--- config.mk ---
export PLATFORM = sky130hd
export DESIGN_NAME = adc_lane_sample_mapper
export DESIGN_NICKNAME = d
export VERILOG_FILES = /design/src/adc_map_pkg.sv /design/src/link_mode_decode.sv /design/src/lane_frame_pack.sv /design/src/adc_lane_sample_mapper.sv
export SDC_FILE = /design/constraint.sdc
export NUM_CORES = 1
export LEC_CHECK = 0
export BUFFER_PORTS_ARGS = -buffer_cell sky130_fd_sc_hd__buf_2
export CAP_MARGIN = 20
export CORE_AREA = 2 2 285 287
export CTS_CLUSTER_SIZE = 16
export DETAILED_ROUTE_END_ITERATION = 8
export DIE_AREA = 0 0 287 289
export SLEW_MARGIN = 20
export SYNTH_ARGS = -nofsm -noshare
export SYNTH_HDL_FRONTEND = slang
export SYNTH_SLANG_ARGS = --single-unit
--- constraint.sdc ---
create_clock -name i_clk -period 12.3 [get_ports i_clk]
set_clock_uncertainty 0.2 [all_clocks]
set_input_delay 0.615 -clock i_clk [delete_from_list [all_inputs] [get_ports i_clk]]
set_output_delay 0.615 -clock i_clk [all_outputs]
set_load 0.01 [all_outputs]
--- src/adc_map_pkg.sv ---
package adc_map_pkg;

	// Frame geometry
	localparam int NUM_CH = 4;
	localparam int SMP_PER_CH = 8;
	localparam int SMP_W = 12;
	localparam int NUM_LANES = 8;
	localparam int LANE_OCTETS = 5;
	localparam int OCT_W = 8;
	localparam int NIB_W = 4;
	localparam int LANE_W = LANE_OCTETS * OCT_W;
	localparam int W8 = 8;
	localparam int W10 = 10;

	// Supported link mode codes
	localparam logic [3:0] MODE_2 = 4'h2;
	localparam logic [3:0] MODE_3 = 4'h3;
	localparam logic [3:0] MODE_4 = 4'h4;
	localparam logic [3:0] MODE_5 = 4'h5;
	localparam logic [3:0] MODE_6 = 4'h6;
	localparam logic [3:0] MODE_7 = 4'h7;
	localparam logic [3:0] MODE_8 = 4'h8;
	localparam logic [3:0] MODE_9 = 4'h9;
	localparam logic [3:0] MODE_10 = 4'hA;
	localparam logic [3:0] MODE_RST = 4'h2;

	// Octets per lane frame
	localparam logic [2:0] OCT_1 = 3'h1;
	localparam logic [2:0] OCT_2 = 3'h2;
	localparam logic [2:0] OCT_3 = 3'h3;
	localparam logic [2:0] OCT_5 = 3'h5;

	// Lane enable masks by lane count
	localparam logic [7:0] LANES_0 = 8'h00;
	localparam logic [7:0] LANES_1 = 8'h01;
	localparam logic [7:0] LANES_2 = 8'h03;
	localparam logic [7:0] LANES_3 = 8'h07;
	localparam logic [7:0] LANES_4 = 8'h0F;
	localparam logic [7:0] LANES_6 = 8'h3F;
	localparam logic [7:0] LANES_8 = 8'hFF;

	// Padding for absent channels
	localparam logic [3:0] PAD_NIBBLE = 4'h0;
	localparam logic [7:0] PAD_OCTET = 8'h00;

	typedef logic [SMP_W-1:0] sample_t;
	typedef logic [LANE_W-1:0] lane_word_t;
	typedef sample_t [3:0] lane_smp_t;

	typedef enum logic [1:0] {PART_QUAD = 2'b00, PART_DUAL = 2'b01, PART_SINGLE = 2'b10} part_kind_t;
	typedef enum logic [2:0] {SW_8 = 3'b001, SW_10 = 3'b010, SW_12 = 3'b100} sample_width_t;
	typedef enum logic [1:0] {ST_UNCONF = 2'b01, ST_ACTIVE = 2'b10} cfg_state_t;

	// Samples indexed [channel][sample], channel 0 is A
	typedef struct packed {
		sample_t [NUM_CH-1:0][SMP_PER_CH-1:0] smp;
	} frame_in_t;

	typedef struct packed {
		logic [3:0] mode;
		part_kind_t part;
	} link_cfg_t;

	typedef struct packed {
		lane_word_t [NUM_LANES-1:0] lane;
		logic [NUM_LANES-1:0] mask;
		logic [2:0] octets;
		logic valid;
	} lane_out_t;

	// Octet k of a lane frame, octet 0 sent first
	function automatic logic [7:0] lane_octet(lane_word_t w, int k);
		return w[LANE_W-1-OCT_W*k -: OCT_W];
	endfunction

	// Ones over the octets that belong to the frame
	function automatic lane_word_t keep_mask(logic [2:0] octets);
		return ~({LANE_W{1'b1}} >> (OCT_W * int'(octets)));
	endfunction

endpackage

--- src/link_mode_decode.sv ---
`timescale 1ns/10ps
module link_mode_decode
	import adc_map_pkg::*;
(
	input wire link_cfg_t i_cfg,
	output logic [NUM_LANES-1:0] o_mask,
	output logic [2:0] o_octets,
	output sample_width_t o_width,
	output logic o_legal
);

	// Pick lane count by part size from a quad/dual/single triple
	function automatic logic [7:0] by_part(part_kind_t p, logic [7:0] q, logic [7:0] d, logic [7:0] s);
		unique case (p)
			PART_QUAD: return q;
			PART_DUAL: return d;
			PART_SINGLE: return s;
			default: return LANES_0;
		endcase
	endfunction

	// Geometry of each supported mode; others leave every lane dark
	always_comb begin
		o_mask = LANES_0;
		o_octets = OCT_1;
		o_width = SW_8;
		o_legal = 1'b1;
		unique case (i_cfg.mode)
			MODE_2, MODE_7: begin
				o_mask = by_part(i_cfg.part, LANES_4, LANES_2, LANES_1);
			end
			MODE_3: begin
				o_mask = by_part(i_cfg.part, LANES_4, LANES_2, LANES_1);
				o_octets = OCT_5;
				o_width = SW_10;
			end
			MODE_4: begin
				o_mask = by_part(i_cfg.part, LANES_3, LANES_2, LANES_1);
				o_octets = OCT_2;
				o_width = SW_12;
			end
			MODE_5: begin
				o_mask = by_part(i_cfg.part, LANES_2, LANES_1, LANES_1);
				o_octets = OCT_2;
			end
			MODE_6: begin
				o_mask = by_part(i_cfg.part, LANES_6, LANES_3, LANES_2);
				o_octets = OCT_2;
				o_width = SW_12;
			end
			MODE_8: begin
				o_mask = by_part(i_cfg.part, LANES_4, LANES_2, LANES_1);
				o_octets = OCT_3;
				o_width = SW_12;
			end
			MODE_9: begin
				o_mask = by_part(i_cfg.part, LANES_8, LANES_4, LANES_2);
			end
			MODE_10: begin
				o_mask = by_part(i_cfg.part, LANES_8, LANES_4, LANES_2);
				o_octets = OCT_5;
				o_width = SW_10;
			end
			default: begin
				o_legal = 1'b0;
			end
		endcase
	end

endmodule

--- src/lane_frame_pack.sv ---
`timescale 1ns/10ps
module lane_frame_pack
	import adc_map_pkg::*;
(
	input wire lane_smp_t i_smp,
	input wire sample_width_t i_width,
	output lane_word_t o_word
);

	// Samples go back to back, MSB first, left justified; unused slots arrive as zero
	always_comb begin
		o_word = '0;
		unique case (i_width)
			SW_8: o_word = {i_smp[0][W8-1:0], i_smp[1][W8-1:0], i_smp[2][W8-1:0], i_smp[3][W8-1:0], PAD_OCTET};
			SW_10: o_word = {i_smp[0][W10-1:0], i_smp[1][W10-1:0], i_smp[2][W10-1:0], i_smp[3][W10-1:0]};
			SW_12: o_word = {i_smp[0], i_smp[1], i_smp[2], i_smp[3][SMP_W-1:SMP_W-NIB_W]};
			default: o_word = '0;
		endcase
	end

endmodule

--- src/adc_lane_sample_mapper.sv ---
`timescale 1ns/10ps
// What this block does
// - Mode 2 puts one 8-bit sample 0 per channel in a one-octet frame, A to D on lanes 0 to 3.
// - Mode 3 puts samples 0 to 3 of one channel, 10 bits each, into a five-octet frame per lane.
// - Mode 4 packs A0, B0, C0, D0 of 12 bits back to back over two-octet frames, a single part padding 0x0 after A0.
// - Mode 5 puts A0 then B0 on lane 0 and C0 then D0 on lane 1, a single part sending 0x00 for B0.
// - Mode 6 packs A0, A1, B0, B1 then C0, C1, D0, D1 as 12-bit samples over two-octet frames on up to six lanes.
// - In mode 6 a single part sends 0x00 where B0[11:4] would sit on lane 1.
// - Mode 7 puts one 8-bit sample 0 per channel in a one-octet frame, A to D on lanes 0 to 3.
// - Mode 8 puts samples 0 and 1 of one channel, 12 bits each, into a three-octet frame per lane.
// - Mode 9 uses two lanes per channel, sample 0 on the first and sample 1 on the second, one octet each.
// - Mode 10 uses two lanes per channel, even samples 0 to 6 on the first and odd 1 to 7 on the second.
// - Lanes for channel B exist only on dual and quad parts, for C and D only on quad parts.
// - Every sample is sent most significant bit first.
// - Tail bits of a frame are zero.
// - Letter and index name the channel and the sample number within the frame.
module adc_lane_sample_mapper
	import adc_map_pkg::*;
(
	input wire logic i_clk,
	input wire logic i_rst,
	input wire logic i_cfg_load,
	input wire logic [3:0] i_link_mode_select,
	input wire part_kind_t i_part_kind,
	input wire logic i_frame_valid,
	input wire frame_in_t i_frame,
	output lane_word_t [NUM_LANES-1:0] o_lane_data,
	output logic [NUM_LANES-1:0] o_lane_mask,
	output logic [2:0] o_frame_octets,
	output logic o_lane_valid,
	output logic o_mode_illegal,
	output logic o_configured
);

	typedef struct packed {
		cfg_state_t st;
		link_cfg_t cfg;
		logic configured;
		logic illegal;
		logic [3:0] out_mode;
		part_kind_t out_part;
		lane_out_t out;
	} state_t;

	state_t st_q;
	state_t st_d;
	frame_in_t frame_m;
	lane_smp_t [NUM_LANES-1:0] lane_smp;
	lane_word_t [NUM_LANES-1:0] lane_pk;
	logic [NUM_LANES-1:0] dec_mask;
	logic [2:0] dec_octets;
	sample_width_t dec_width;
	logic dec_legal;

	// True when the part in use carries this channel
	function automatic logic ch_present(part_kind_t p, int ch);
		unique case (p)
			PART_QUAD: return 1'b1;
			PART_DUAL: return ch < 2;
			PART_SINGLE: return ch == 0;
			default: return 1'b0;
		endcase
	endfunction

	// Sample set for one lane in the per-lane modes; slots beyond the frame stay zero
	function automatic lane_smp_t pick_samples(frame_in_t f, logic [3:0] mode, int l);
		lane_smp_t s;
		s = '0;
		if (mode == MODE_9 || mode == MODE_10) begin
			// Lane pair per channel; odd lane takes the odd samples
			s[0] = f.smp[l/2][l%2];
			if (mode == MODE_10) begin
				s[1] = f.smp[l/2][l%2+2];
				s[2] = f.smp[l/2][l%2+4];
				s[3] = f.smp[l/2][l%2+6];
			end
		end else if (l < NUM_CH) begin
			s[0] = f.smp[l][0];
			if (mode == MODE_8 || mode == MODE_3) begin
				s[1] = f.smp[l][1];
			end
			if (mode == MODE_3) begin
				s[2] = f.smp[l][2];
				s[3] = f.smp[l][3];
			end
		end
		return s;
	endfunction

	link_mode_decode u_decode (
		.i_cfg(st_q.cfg),
		.o_mask(dec_mask),
		.o_octets(dec_octets),
		.o_width(dec_width),
		.o_legal(dec_legal)
	);

	// Absent channels become zeros so padding falls out of the same packing
	always_comb begin
		frame_m = i_frame;
		for (int c = 0; c < NUM_CH; c++) begin
			if (!ch_present(st_q.cfg.part, c)) begin
				frame_m.smp[c] = '0;
			end
		end
	end

	// One packer per lane for the modes where a lane holds only its own samples
	for (genvar l = 0; l < NUM_LANES; l++) begin : g_lane
		assign lane_smp[l] = pick_samples(frame_m, st_q.cfg.mode, l);
		lane_frame_pack u_pack (
			.i_smp(lane_smp[l]),
			.i_width(dec_width),
			.o_word(lane_pk[l])
		);
	end

	// Next state: the frame mapped with the configuration already held, then any new configuration
	always_comb begin
		logic [4*SMP_W-1:0] s48;
		logic [8*SMP_W-1:0] s96;
		lane_word_t [NUM_LANES-1:0] lw;
		st_d = st_q;
		s48 = {frame_m.smp[0][0], frame_m.smp[1][0], frame_m.smp[2][0], frame_m.smp[3][0]};
		s96 = {frame_m.smp[0][0], frame_m.smp[0][1], frame_m.smp[1][0], frame_m.smp[1][1],
			frame_m.smp[2][0], frame_m.smp[2][1], frame_m.smp[3][0], frame_m.smp[3][1]};
		lw = lane_pk;
		unique case (st_q.cfg.mode)
			MODE_4: begin
				// Twelve-bit samples run across lane borders
				for (int l = 0; l < 3; l++) begin
					lw[l] = {s48[4*SMP_W-1-2*OCT_W*l -: 2*OCT_W], {(LANE_W-2*OCT_W){1'b0}}};
				end
			end
			MODE_5: begin
				lw[0] = {frame_m.smp[0][0][W8-1:0], frame_m.smp[1][0][W8-1:0], {(LANE_W-2*OCT_W){1'b0}}};
				lw[1] = {frame_m.smp[2][0][W8-1:0], frame_m.smp[3][0][W8-1:0], {(LANE_W-2*OCT_W){1'b0}}};
			end
			MODE_6: begin
				for (int l = 0; l < 6; l++) begin
					lw[l] = {s96[8*SMP_W-1-2*OCT_W*l -: 2*OCT_W], {(LANE_W-2*OCT_W){1'b0}}};
				end
			end
			default: begin
				lw = lane_pk;
			end
		endcase
		// Tail octets and lanes the part lacks are forced to zero
		for (int l = 0; l < NUM_LANES; l++) begin
			lw[l] = dec_mask[l] ? (lw[l] & keep_mask(dec_octets)) : '0;
		end
		st_d.out.valid = 1'b0;
		if (i_frame_valid && st_q.st == ST_ACTIVE && dec_legal) begin
			st_d.out.valid = 1'b1;
			st_d.out.lane = lw;
			st_d.out.mask = dec_mask;
			st_d.out.octets = dec_octets;
			st_d.out_mode = st_q.cfg.mode;
			st_d.out_part = st_q.cfg.part;
		end
		st_d.illegal = !dec_legal;
		// New setting applies from the next frame on
		if (i_cfg_load) begin
			st_d.cfg.mode = i_link_mode_select;
			st_d.cfg.part = i_part_kind;
			st_d.st = ST_ACTIVE;
			st_d.configured = 1'b1;
		end
	end

	// State register
	always_ff @(posedge i_clk or posedge i_rst) begin
		if (i_rst) begin
			st_q.st <= ST_UNCONF;
			st_q.cfg.mode <= MODE_RST;
			st_q.cfg.part <= PART_QUAD;
			st_q.illegal <= 1'b0;
			st_q.configured <= 1'b0;
			st_q.out_mode <= MODE_RST;
			st_q.out_part <= PART_QUAD;
			st_q.out <= '0;
		end else begin
			st_q <= st_d;
		end
	end

	// Outputs straight from the state flops
	assign o_lane_data = st_q.out.lane;
	assign o_lane_mask = st_q.out.mask;
	assign o_frame_octets = st_q.out.octets;
	assign o_lane_valid = st_q.out.valid;
	assign o_mode_illegal = st_q.illegal;
	assign o_configured = st_q.configured; // Own flop, so no gate sits behind the pin

	// Checks: any dark lane or tail octet holding data
	logic tail_dirty;
	logic dark_dirty;
	always_comb begin
		tail_dirty = 1'b0;
		dark_dirty = 1'b0;
		for (int l = 0; l < NUM_LANES; l++) begin
			if ((o_lane_data[l] & ~keep_mask(o_frame_octets)) != '0) begin
				tail_dirty = 1'b1;
			end
			if (!o_lane_mask[l] && o_lane_data[l] != '0) begin
				dark_dirty = 1'b1;
			end
		end
	end

	frame_latency_a: assert property (@(posedge i_clk) disable iff (i_rst)
		(i_frame_valid && o_configured && !i_cfg_load && dec_legal) ##1 1'b1 |-> o_lane_valid && o_lane_mask == $past(dec_mask))
		else $error("accepted frame not presented one cycle later");

	tail_zero_a: assert property (@(posedge i_clk) disable iff (i_rst)
		o_lane_valid |-> !tail_dirty)
		else $error("tail octets not zero");

	absent_lanes_a: assert property (@(posedge i_clk) disable iff (i_rst)
		o_lane_valid && st_q.out_part == PART_SINGLE && st_q.out_mode == MODE_2 |-> o_lane_mask == LANES_1 && !dark_dirty)
		else $error("single part drives extra lanes");

	mode2_map_a: assert property (@(posedge i_clk) disable iff (i_rst)
		o_lane_valid && st_q.out_mode == MODE_2 && st_q.out_part == PART_QUAD
		|-> lane_octet(o_lane_data[3], 0) == $past(i_frame.smp[3][0][W8-1:0]))
		else $error("mode 2 lane 3 not D0");

	mode3_msb_a: assert property (@(posedge i_clk) disable iff (i_rst)
		o_lane_valid && st_q.out_mode == MODE_3
		|-> o_lane_data[0] == {$past(i_frame.smp[0][0][W10-1:0]), $past(i_frame.smp[0][1][W10-1:0]),
			$past(i_frame.smp[0][2][W10-1:0]), $past(i_frame.smp[0][3][W10-1:0])})
		else $error("mode 3 lane 0 packing wrong");

	mode4_pad_a: assert property (@(posedge i_clk) disable iff (i_rst)
		o_lane_valid && st_q.out_mode == MODE_4 && st_q.out_part == PART_SINGLE
		|-> o_lane_data[0][LANE_W-1 -: 2*OCT_W] == {$past(i_frame.smp[0][0]), PAD_NIBBLE})
		else $error("mode 4 single pad wrong");

	mode5_pad_a: assert property (@(posedge i_clk) disable iff (i_rst)
		o_lane_valid && st_q.out_mode == MODE_5 && st_q.out_part == PART_SINGLE
		|-> lane_octet(o_lane_data[0], 1) == PAD_OCTET && o_lane_mask == LANES_1)
		else $error("mode 5 single pad wrong");

	mode6_pad_a: assert property (@(posedge i_clk) disable iff (i_rst)
		o_lane_valid && st_q.out_mode == MODE_6 && st_q.out_part == PART_SINGLE
		|-> lane_octet(o_lane_data[1], 1) == PAD_OCTET && lane_octet(o_lane_data[1], 0) == $past(i_frame.smp[0][1][W8-1:0]))
		else $error("mode 6 single pad wrong");

	mode6_split_a: assert property (@(posedge i_clk) disable iff (i_rst)
		o_lane_valid && st_q.out_mode == MODE_6 && st_q.out_part == PART_QUAD
		|-> o_lane_data[2][LANE_W-1 -: 2*OCT_W] == {$past(i_frame.smp[1][0][NIB_W-1:0]), $past(i_frame.smp[1][1])})
		else $error("mode 6 lane 2 wrong");

	mode8_map_a: assert property (@(posedge i_clk) disable iff (i_rst)
		o_lane_valid && st_q.out_mode == MODE_8 && st_q.out_part != PART_SINGLE
		|-> o_lane_data[1][LANE_W-1 -: 3*OCT_W] == {$past(i_frame.smp[1][0]), $past(i_frame.smp[1][1])})
		else $error("mode 8 lane 1 wrong");

	mode9_pair_a: assert property (@(posedge i_clk) disable iff (i_rst)
		o_lane_valid && st_q.out_mode == MODE_9
		|-> lane_octet(o_lane_data[1], 0) == $past(i_frame.smp[0][1][W8-1:0]))
		else $error("mode 9 second lane not sample 1");

	mode10_odd_a: assert property (@(posedge i_clk) disable iff (i_rst)
		o_lane_valid && st_q.out_mode == MODE_10
		|-> o_lane_data[1] == {$past(i_frame.smp[0][1][W10-1:0]), $past(i_frame.smp[0][3][W10-1:0]),
			$past(i_frame.smp[0][5][W10-1:0]), $past(i_frame.smp[0][7][W10-1:0])})
		else $error("mode 10 odd lane wrong");

	mode7_map_a: assert property (@(posedge i_clk) disable iff (i_rst)
		o_lane_valid && st_q.out_mode == MODE_7 && st_q.out_part != PART_SINGLE
		|-> lane_octet(o_lane_data[1], 0) == $past(i_frame.smp[1][0][W8-1:0]) && o_frame_octets == OCT_1)
		else $error("mode 7 lane 1 not B0");

	illegal_dark_a: assert property (@(posedge i_clk) disable iff (i_rst)
		o_mode_illegal |-> !o_lane_valid)
		else $error("frame sent under unsupported mode");

	unconf_quiet_a: assert property (@(posedge i_clk) disable iff (i_rst)
		!o_configured |-> !o_lane_valid)
		else $error("frame sent before any setting");

	config_hold_a: assert property (@(posedge i_clk) disable iff (i_rst)
		!i_cfg_load |=> $stable(st_q.cfg))
		else $error("setting changed without a load");

	mode4_quad_a: assert property (@(posedge i_clk) disable iff (i_rst)
		o_lane_valid && st_q.out_mode == MODE_4 && st_q.out_part == PART_QUAD
		|-> o_lane_data[2][LANE_W-1 -: 2*OCT_W] == {$past(i_frame.smp[2][0][NIB_W-1:0]), $past(i_frame.smp[3][0])})
		else $error("mode 4 lane 2 wrong");

	mode5_quad_a: assert property (@(posedge i_clk) disable iff (i_rst)
		o_lane_valid && st_q.out_mode == MODE_5 && st_q.out_part == PART_QUAD
		|-> lane_octet(o_lane_data[1], 0) == $past(i_frame.smp[2][0][W8-1:0])
			&& lane_octet(o_lane_data[1], 1) == $past(i_frame.smp[3][0][W8-1:0]))
		else $error("mode 5 lane 1 not C0 D0");

	mode9_quad_a: assert property (@(posedge i_clk) disable iff (i_rst)
		o_lane_valid && st_q.out_mode == MODE_9 && st_q.out_part == PART_QUAD
		|-> lane_octet(o_lane_data[7], 0) == $past(i_frame.smp[3][1][W8-1:0]))
		else $error("mode 9 last lane not D1");

	dual_lanes_a: assert property (@(posedge i_clk) disable iff (i_rst)
		o_lane_valid && st_q.out_part == PART_DUAL
		|-> o_lane_mask[NUM_LANES-1:NUM_LANES/2] == '0 && !dark_dirty)
		else $error("dual part drives upper lanes");

endmodule

==> impl_metrics.yaml, run 1 <==
min_path:
  hold_path_class: "in -> reg"
cts:
  clk_pin_slew_ns: 0.06
  clock-sinks: 339
  clockBufferDepth: 3
  numCtsBuffers: 45
  cts_tree: "built"
  postCtsHoldBufs: 7
  cts.htree.levels: 2
  clk_latency_ns: 0.58
  cts_setup_buffers: 0
  cts_root_buffer: "clkbuf_16"
  cts_resized: 0
yosys:
  synth_compound_area_share_pct: 29.23
  syn_inst: 2103
  synth_area_um2: 19890
  seq_area_frac_synth_pct: 42.66
  synth_top_family_by_area: "compound AO/OA/AOI/OAI gates"
  synth-xor-area-share_pct: 0.3523
  synth_area_per_cell_um2: 9.457
  yosys.area_share.simple_pct: 10.26
  async_reset_ff_share_pct: 100.0
  ys_seq_elements: 339
  ys.flop_type: "dfrtp_1"
  synth-edff-count: 0
  yosys_warnings: 0
  yosys.cell_types.count: 85
  syn_nets: 2497
  yosys-mux-area-fraction_pct: 0.6291
  synthAdderAreaFrac_pct: 0
power:
  clock_power_share_pct: 42.7
  pwr-share-seq_pct: 37.2
  ir_drop_v: 0.00008553
  swShare_pct: 32.95
  power_frac_comb_pct: 20.0
  intPower_uw: 2124
  power.leakage_uw: 0.01091
  switching_power_uw: 1044
  power_density_nw_per_um2: 135.9
worst_setup_path:
  critPathLaunchType: "flip-flop"
  critPathMaxFanout: 76
  critPathCaptureType: "flip-flop"
  required_ns: 12.63
  worstPathArrival_ns: 4.92
  crit_type: "reg -> reg"
routing:
  wl_um: 107000
  drt_iter0_drc: 2090
  drcViolationCount: 0
  final_antenna_net_count: 0
  firstDrtPassIters: 7
  wl_per_cell_um: 30.75
  num_vias: 18880
  vias_per_cell: 5.427
place:
  port_buffers: 679
  gp_congestion: 0.9304
  place_area_um2: 21710
  pre_cts_ws_ns: 7.515
  dp_hpwl_um: 79710
grt:
  grt_pass1_wl_um: 144900
  antenna_found_initial: 29
  grt_max_degree: 90
  gr-total-overflow: 0
  grt_pass1_vias: 17880
  grt_util_all_layers_pct: 24.63
cells_and_area:
  final_common_cell: "buf_2"
  drive_gt1_share_pct: 35.59
  fillCellCount: 8489
  area_growth_syn_to_layout_pct: 17.16
  fin_nets: 2766
  design_area_um2: 23300
  final_util_pct: 29.17
  final_cell_mix: "buf_2, dfrtp_1, nand2_1"
timing:
  rsz0062_at_grt: "false"
  post-route-period-util_pct: 37.33
  setup_viol: 0
  fmax_mhz: 217.8
  slew_viol_final: 0
  layout_min_cycle_time_ns: 4.591
  tightest_slew_ns: 1.144
  layout_setup_ws_ns: 7.709
  tns_ns: 0
  relSlewSlack_pct: 23.43
  hold_viol: 0
  holdWs_ns: 0.03226
job:
  drv_cap: 0
status:
  status: "finished clean"
floorplan:
  die_w_um: 287
  rows: 104
  initial_core_util_pct: 24.89
  io_pins: 728
  die_h_um: 289
  die_area_um2: 82940
  core_um2: 79900
==> synthesized netlist by cell type (all sizes together) (5+ instances only) <==
cell type  count  share of area [%]
nor4           5               0.34
o311ai         8               0.35
a22oi        145                5.5
nand2        261                4.9
nor2b         26               0.82
o22ai         14               0.44
nand3         27               0.70
a32o          24                1.2
a22o         149                6.6
nor2          39               0.82
clkbuf        90                1.7
a211oi        12               0.48
o211ai        11               0.42
and3           6               0.19
o21ai        216                5.5
nor3           7               0.25
a222oi        27                1.4
a21o           9               0.34
mux2i          8               0.40
nand2b        12               0.38
and2          11               0.36
o221ai        25                1.1
a311oi         6               0.30
dfrtp        337                 42
o2111ai        8               0.35
nor3b         12               0.51
inv            5              0.094
a221oi        29                1.3
a31oi         12               0.38
buf          419                 15
a21oi         74                2.0
a221o          7               0.35
==> final timing paths <==
check                      slack [ns]                           end                         from  cells after the start
min in group asynchronous        0.46  o_lane_data[203]$_DFFE_PP0P_                        i_rst                      3
max in group asynchronous        9.18  o_lane_data[193]$_DFFE_PP0P_                        i_rst                      5
setup / recovery                 7.71  o_lane_data[292]$_DFFE_PP0P_        st_q[344]$_DFFE_PP0P_                      7
setup reg to reg                 7.71  o_lane_data[292]$_DFFE_PP0P_        st_q[344]$_DFFE_PP0P_                      7
hold / removal                   0.03         st_q[341]$_DFFE_PP0P_               i_part_kind[1]                      3
hold reg to reg                  0.27   o_lane_data[10]$_DFFE_PP0P_  o_lane_data[10]$_DFFE_PP0P_                      2
==> sequential cells by signal, indices dropped and copies added (netlist names) <==
name,count
o_mode_illegal,1
o_lane_mask,6
o_lane_valid,1
o_frame_octets,3
o_lane_data,320
st_q,8
==> cell families (layout without fill, tap and decap cells) <==
logic type | count (synthesis) | after routing
buffers and inverters | 516 | 821
muxes | 12 | 12
xor gates and xnor gates | 5 | 5
and+or+nand+nor | 424 | 424
other | 0 | 11
AOI/OAI and AO/OA | 807 | 807
DFF | 339 | 339
==> area by class of cell <==
type | count | area (um^2) | area share (%)
Clock buffer | 59 | 1280 | 5.493
Tap cell | 1060 | 1326 | 5.692
Clock inverter | 24 | 215.2 | 0.9235
Sequential cell | 339 | 8488 | 36.43
Timing Repair Buffer | 731 | 3806 | 16.33
Multi-Input combinational cell | 1248 | 8125 | 34.87
Antenna cell | 11 | 27.53 | 0.1181
Inverter | 7 | 33.78 | 0.1450
==> metal layers <==
metal	wire length (um)	global-route usage [%]	share of wire (%)
met1	40030	29.54	37
met2	50760	41.40	47
met5	147	0	0.14
met3	10980	7.197	10
met4	5068	9.805	4.7
==> worst max-delay path, stage by stage, from the launching register on <==
cell     delay [ns]
dfrtp_1        0.42
buf_4          0.24
nor2_1         0.23
a221o_4        0.83
buf_4          0.76
buf_4          0.78
buf_4          0.66
a22o_1         0.26
==> power groups by stage <==
stage	sequential (uW)	combinational, uW	clock [uW]
6_report	1180	635	1350
5_1_grt	1180	672	1430
4_1_cts	1180	629	1390
3_5_place_dp	1200	624	0
3_3_place_gp	1200	624	0
2_1_floorplan	1190	383	0
==> metrics by stage <==
step	std cells	total power, uW
2_1_floorplan	2103	1576
3_3_place_gp	3378	1821
3_5_place_dp	3378	1822
4_1_cts	3468	3193
5_1_grt	3470	3286
6_report	3479	3168
(Power assumes the default switching activity.)
==> inputs of run 2 (changes only) <==
==> constraint.sdc (replaced) <==
create_clock -name i_clk -period 4.58 [get_ports i_clk]
set_clock_uncertainty 0.2 [all_clocks]
set_input_delay 0.229 -clock i_clk [delete_from_list [all_inputs] [get_ports i_clk]]
set_output_delay 0.229 -clock i_clk [all_outputs]
set_load 0.01 [all_outputs]
==> run 2 against run 1 <==
Compared with the run above: global-route usage grew 1.4 points; critical endpoint is now o_lane_data[38]$_DFFE_PP0P_; register-to-register slack lost 7.4 ns; worst hold slack lost 0.012 ns; clock-buffer cell count grew 5; largest power group unchanged; die area is the same; core utilization grew 5.3 points.
==> impl_metrics.yaml, run 2 (synthesis gave the netlist of run 1 again) <==
cts:
  clock-sinks: 339
  clk_latency_ns: 0.58
  cts_setup_buffers: 0
  cts_root_buffer: "clkbuf_16"
  clk_pin_slew_ns: 0.06
  numCtsBuffers: 46
  cts.htree.levels: 2
  cts_tree: "built"
  clockBufferDepth: 3
worst_setup_path:
  required_ns: 4.89
  critPathMaxFanout: 52
  critPathCaptureType: "flip-flop"
  worstPathArrival_ns: 4.59
  crit_type: "reg -> reg"
  critPathLaunchType: "flip-flop"
power:
  swShare_pct: 32.31
  clock_power_share_pct: 41.5
  power_density_nw_per_um2: 325.4
  power_frac_comb_pct: 22.6
  pwr-share-seq_pct: 35.8
  power.leakage_uw: 0.01254
  switching_power_uw: 2895
  ir_drop_v: 0.0002099
  intPower_uw: 6066
timing:
  hold_viol: 0
  fmax_mhz: 233.7
  setup_viol: 0
  post-route-period-util_pct: 93.44
  tightest_slew_ns: 1.103
  relSlewSlack_pct: 26.38
  tns_ns: 0
  layout_min_cycle_time_ns: 4.280
  slew_viol_final: 0
  rsz0062_at_grt: "false"
grt:
  grt_util_all_layers_pct: 26.02
  gr-total-overflow: 0
  antenna_found_initial: 19
  grt_max_degree: 158
  grt_pass1_wl_um: 155700
  grt_pass1_vias: 20650
place:
  port_buffers: 679
  place_inst: 3399
  dp_hpwl_um: 81690
  gp_congestion: 0.9664
floorplan:
  core_um2: 79900
  io_pins: 728
  die_area_um2: 82940
  die_h_um: 289
  die_w_um: 287
  rows: 104
  initial_core_util_pct: 24.89
routing:
  final_antenna_net_count: 0
  vias_per_cell: 5.339
  wl_per_cell_um: 29.00
  drcViolationCount: 0
  firstDrtPassIters: 9
  wl_um: 112900
  num_vias: 20780
  drt_iter0_drc: 2316
cells_and_area:
  multiInputGateArea_um2: 8127
  drive_gt1_share_pct: 30.84
  fin_nets: 3182
  largest_register_ffs: 320
  layout.cells.non_filler: 3891
  area_growth_syn_to_layout_pct: 38.46
  final_cell_mix: "buf_2, dlygate4sd3_1, dfrtp_1"
  seq_area_um2: 8493
  final_common_cell: "buf_2"
  fillCellCount: 8181
min_path:
  hold_path_class: "in -> reg"
job:
  drv_cap: 0
status:
  status: "finished clean"
run 2: worst paths after layout:
path | from | slack, ns | endpoint | cells after the start
min in group asynchronous | i_rst | 0.18 | o_lane_data[47]$_DFFE_PP0P_ | 4
max in group asynchronous | i_rst | 3.15 | o_lane_mask[0]$_DFFE_PP0P_ | 4
setup reg to reg | st_q[343]$_DFFE_PP1P_ | 0.30 | o_lane_data[38]$_DFFE_PP0P_ | 9
hold reg to reg | o_lane_data[62]$_DFFE_PP0P_ | 0.27 | o_lane_data[62]$_DFFE_PP0P_ | 2
setup / recovery | st_q[343]$_DFFE_PP1P_ | 0.30 | o_lane_data[38]$_DFFE_PP0P_ | 9
hold / removal | i_frame[196] | 0.02 | o_lane_data[194]$_DFFE_PP0P_ | 3
run 2: power by group through the flow:
stage               sequential (uW)  combinational [uW]  clock (uW)
floorplan                      3210                1030           0
global placement               3250                1680           0
detailed placement             3260                1680           0
CTS                            3210                1990        3810
global route                   3220                2140        3910
finish                         3210                2030        3720
run 2: worst max-delay path, stage by stage (launching register included):
cell and delay [ns]:
dfstp_4 0.99, nor2b_1 0.26, and2_2 0.45, buf_4 0.29, a221oi_1 0.09, dlygate4sd3_1 0.60, nand2_1 0.06, dlygate4sd3_1 0.54
a32o_1 0.15, dlygate4sd3_1 0.55
run 2: stage by stage:
| stage | hold WS [ns] | setup slack, ns | total power (uW) | utilization (%) | area [um^2] |
|---|---|---|---|---|---|
| after floorplan | 0.1458 | -0.3799 | 4234 | - | 19890 |
| after global placement | 0.2362 | 1.109 | 4933 | 27.52 | 21990 |
| after detailed placement | 0.2396 | 1.093 | 4937 | 27.52 | 21990 |
| after CTS | 0.002963 | 0.09090 | 9011 | 34.43 | 27510 |
| after global routing | 0.02799 | 0.1313 | 9273 | 34.45 | 27520 |
| final | 0.02010 | 0.3002 | 8961 | 34.47 | 27540 |
run 2: layout make-up:
type,instances,share of cell area [%]
sequential,339,30.84
multi-input combinational,1248,29.51
timing repair buffer,1146,29.17
tap,1060,4.816
clock buffer,64,4.644
clock inverter,17,0.8178
inverter,7,0.1090
antenna,10,0.09087
run 2: per-layer routing:
metal | global-route usage, % | share of wire [%]
met1 | 30.94 | 38
met2 | 43.20 | 47
met4 | 13.42 | 6.0
met3 | 6.913 | 9.3
met5 | 0 | 0.11
run 2: repair_timing:
action | CTS | global route
hold buffers | 401 | 0
resized for setup | 0 | 2
setup endpoints to repair | 0 | 1
endpoints found under the hold margin | 628 | 0
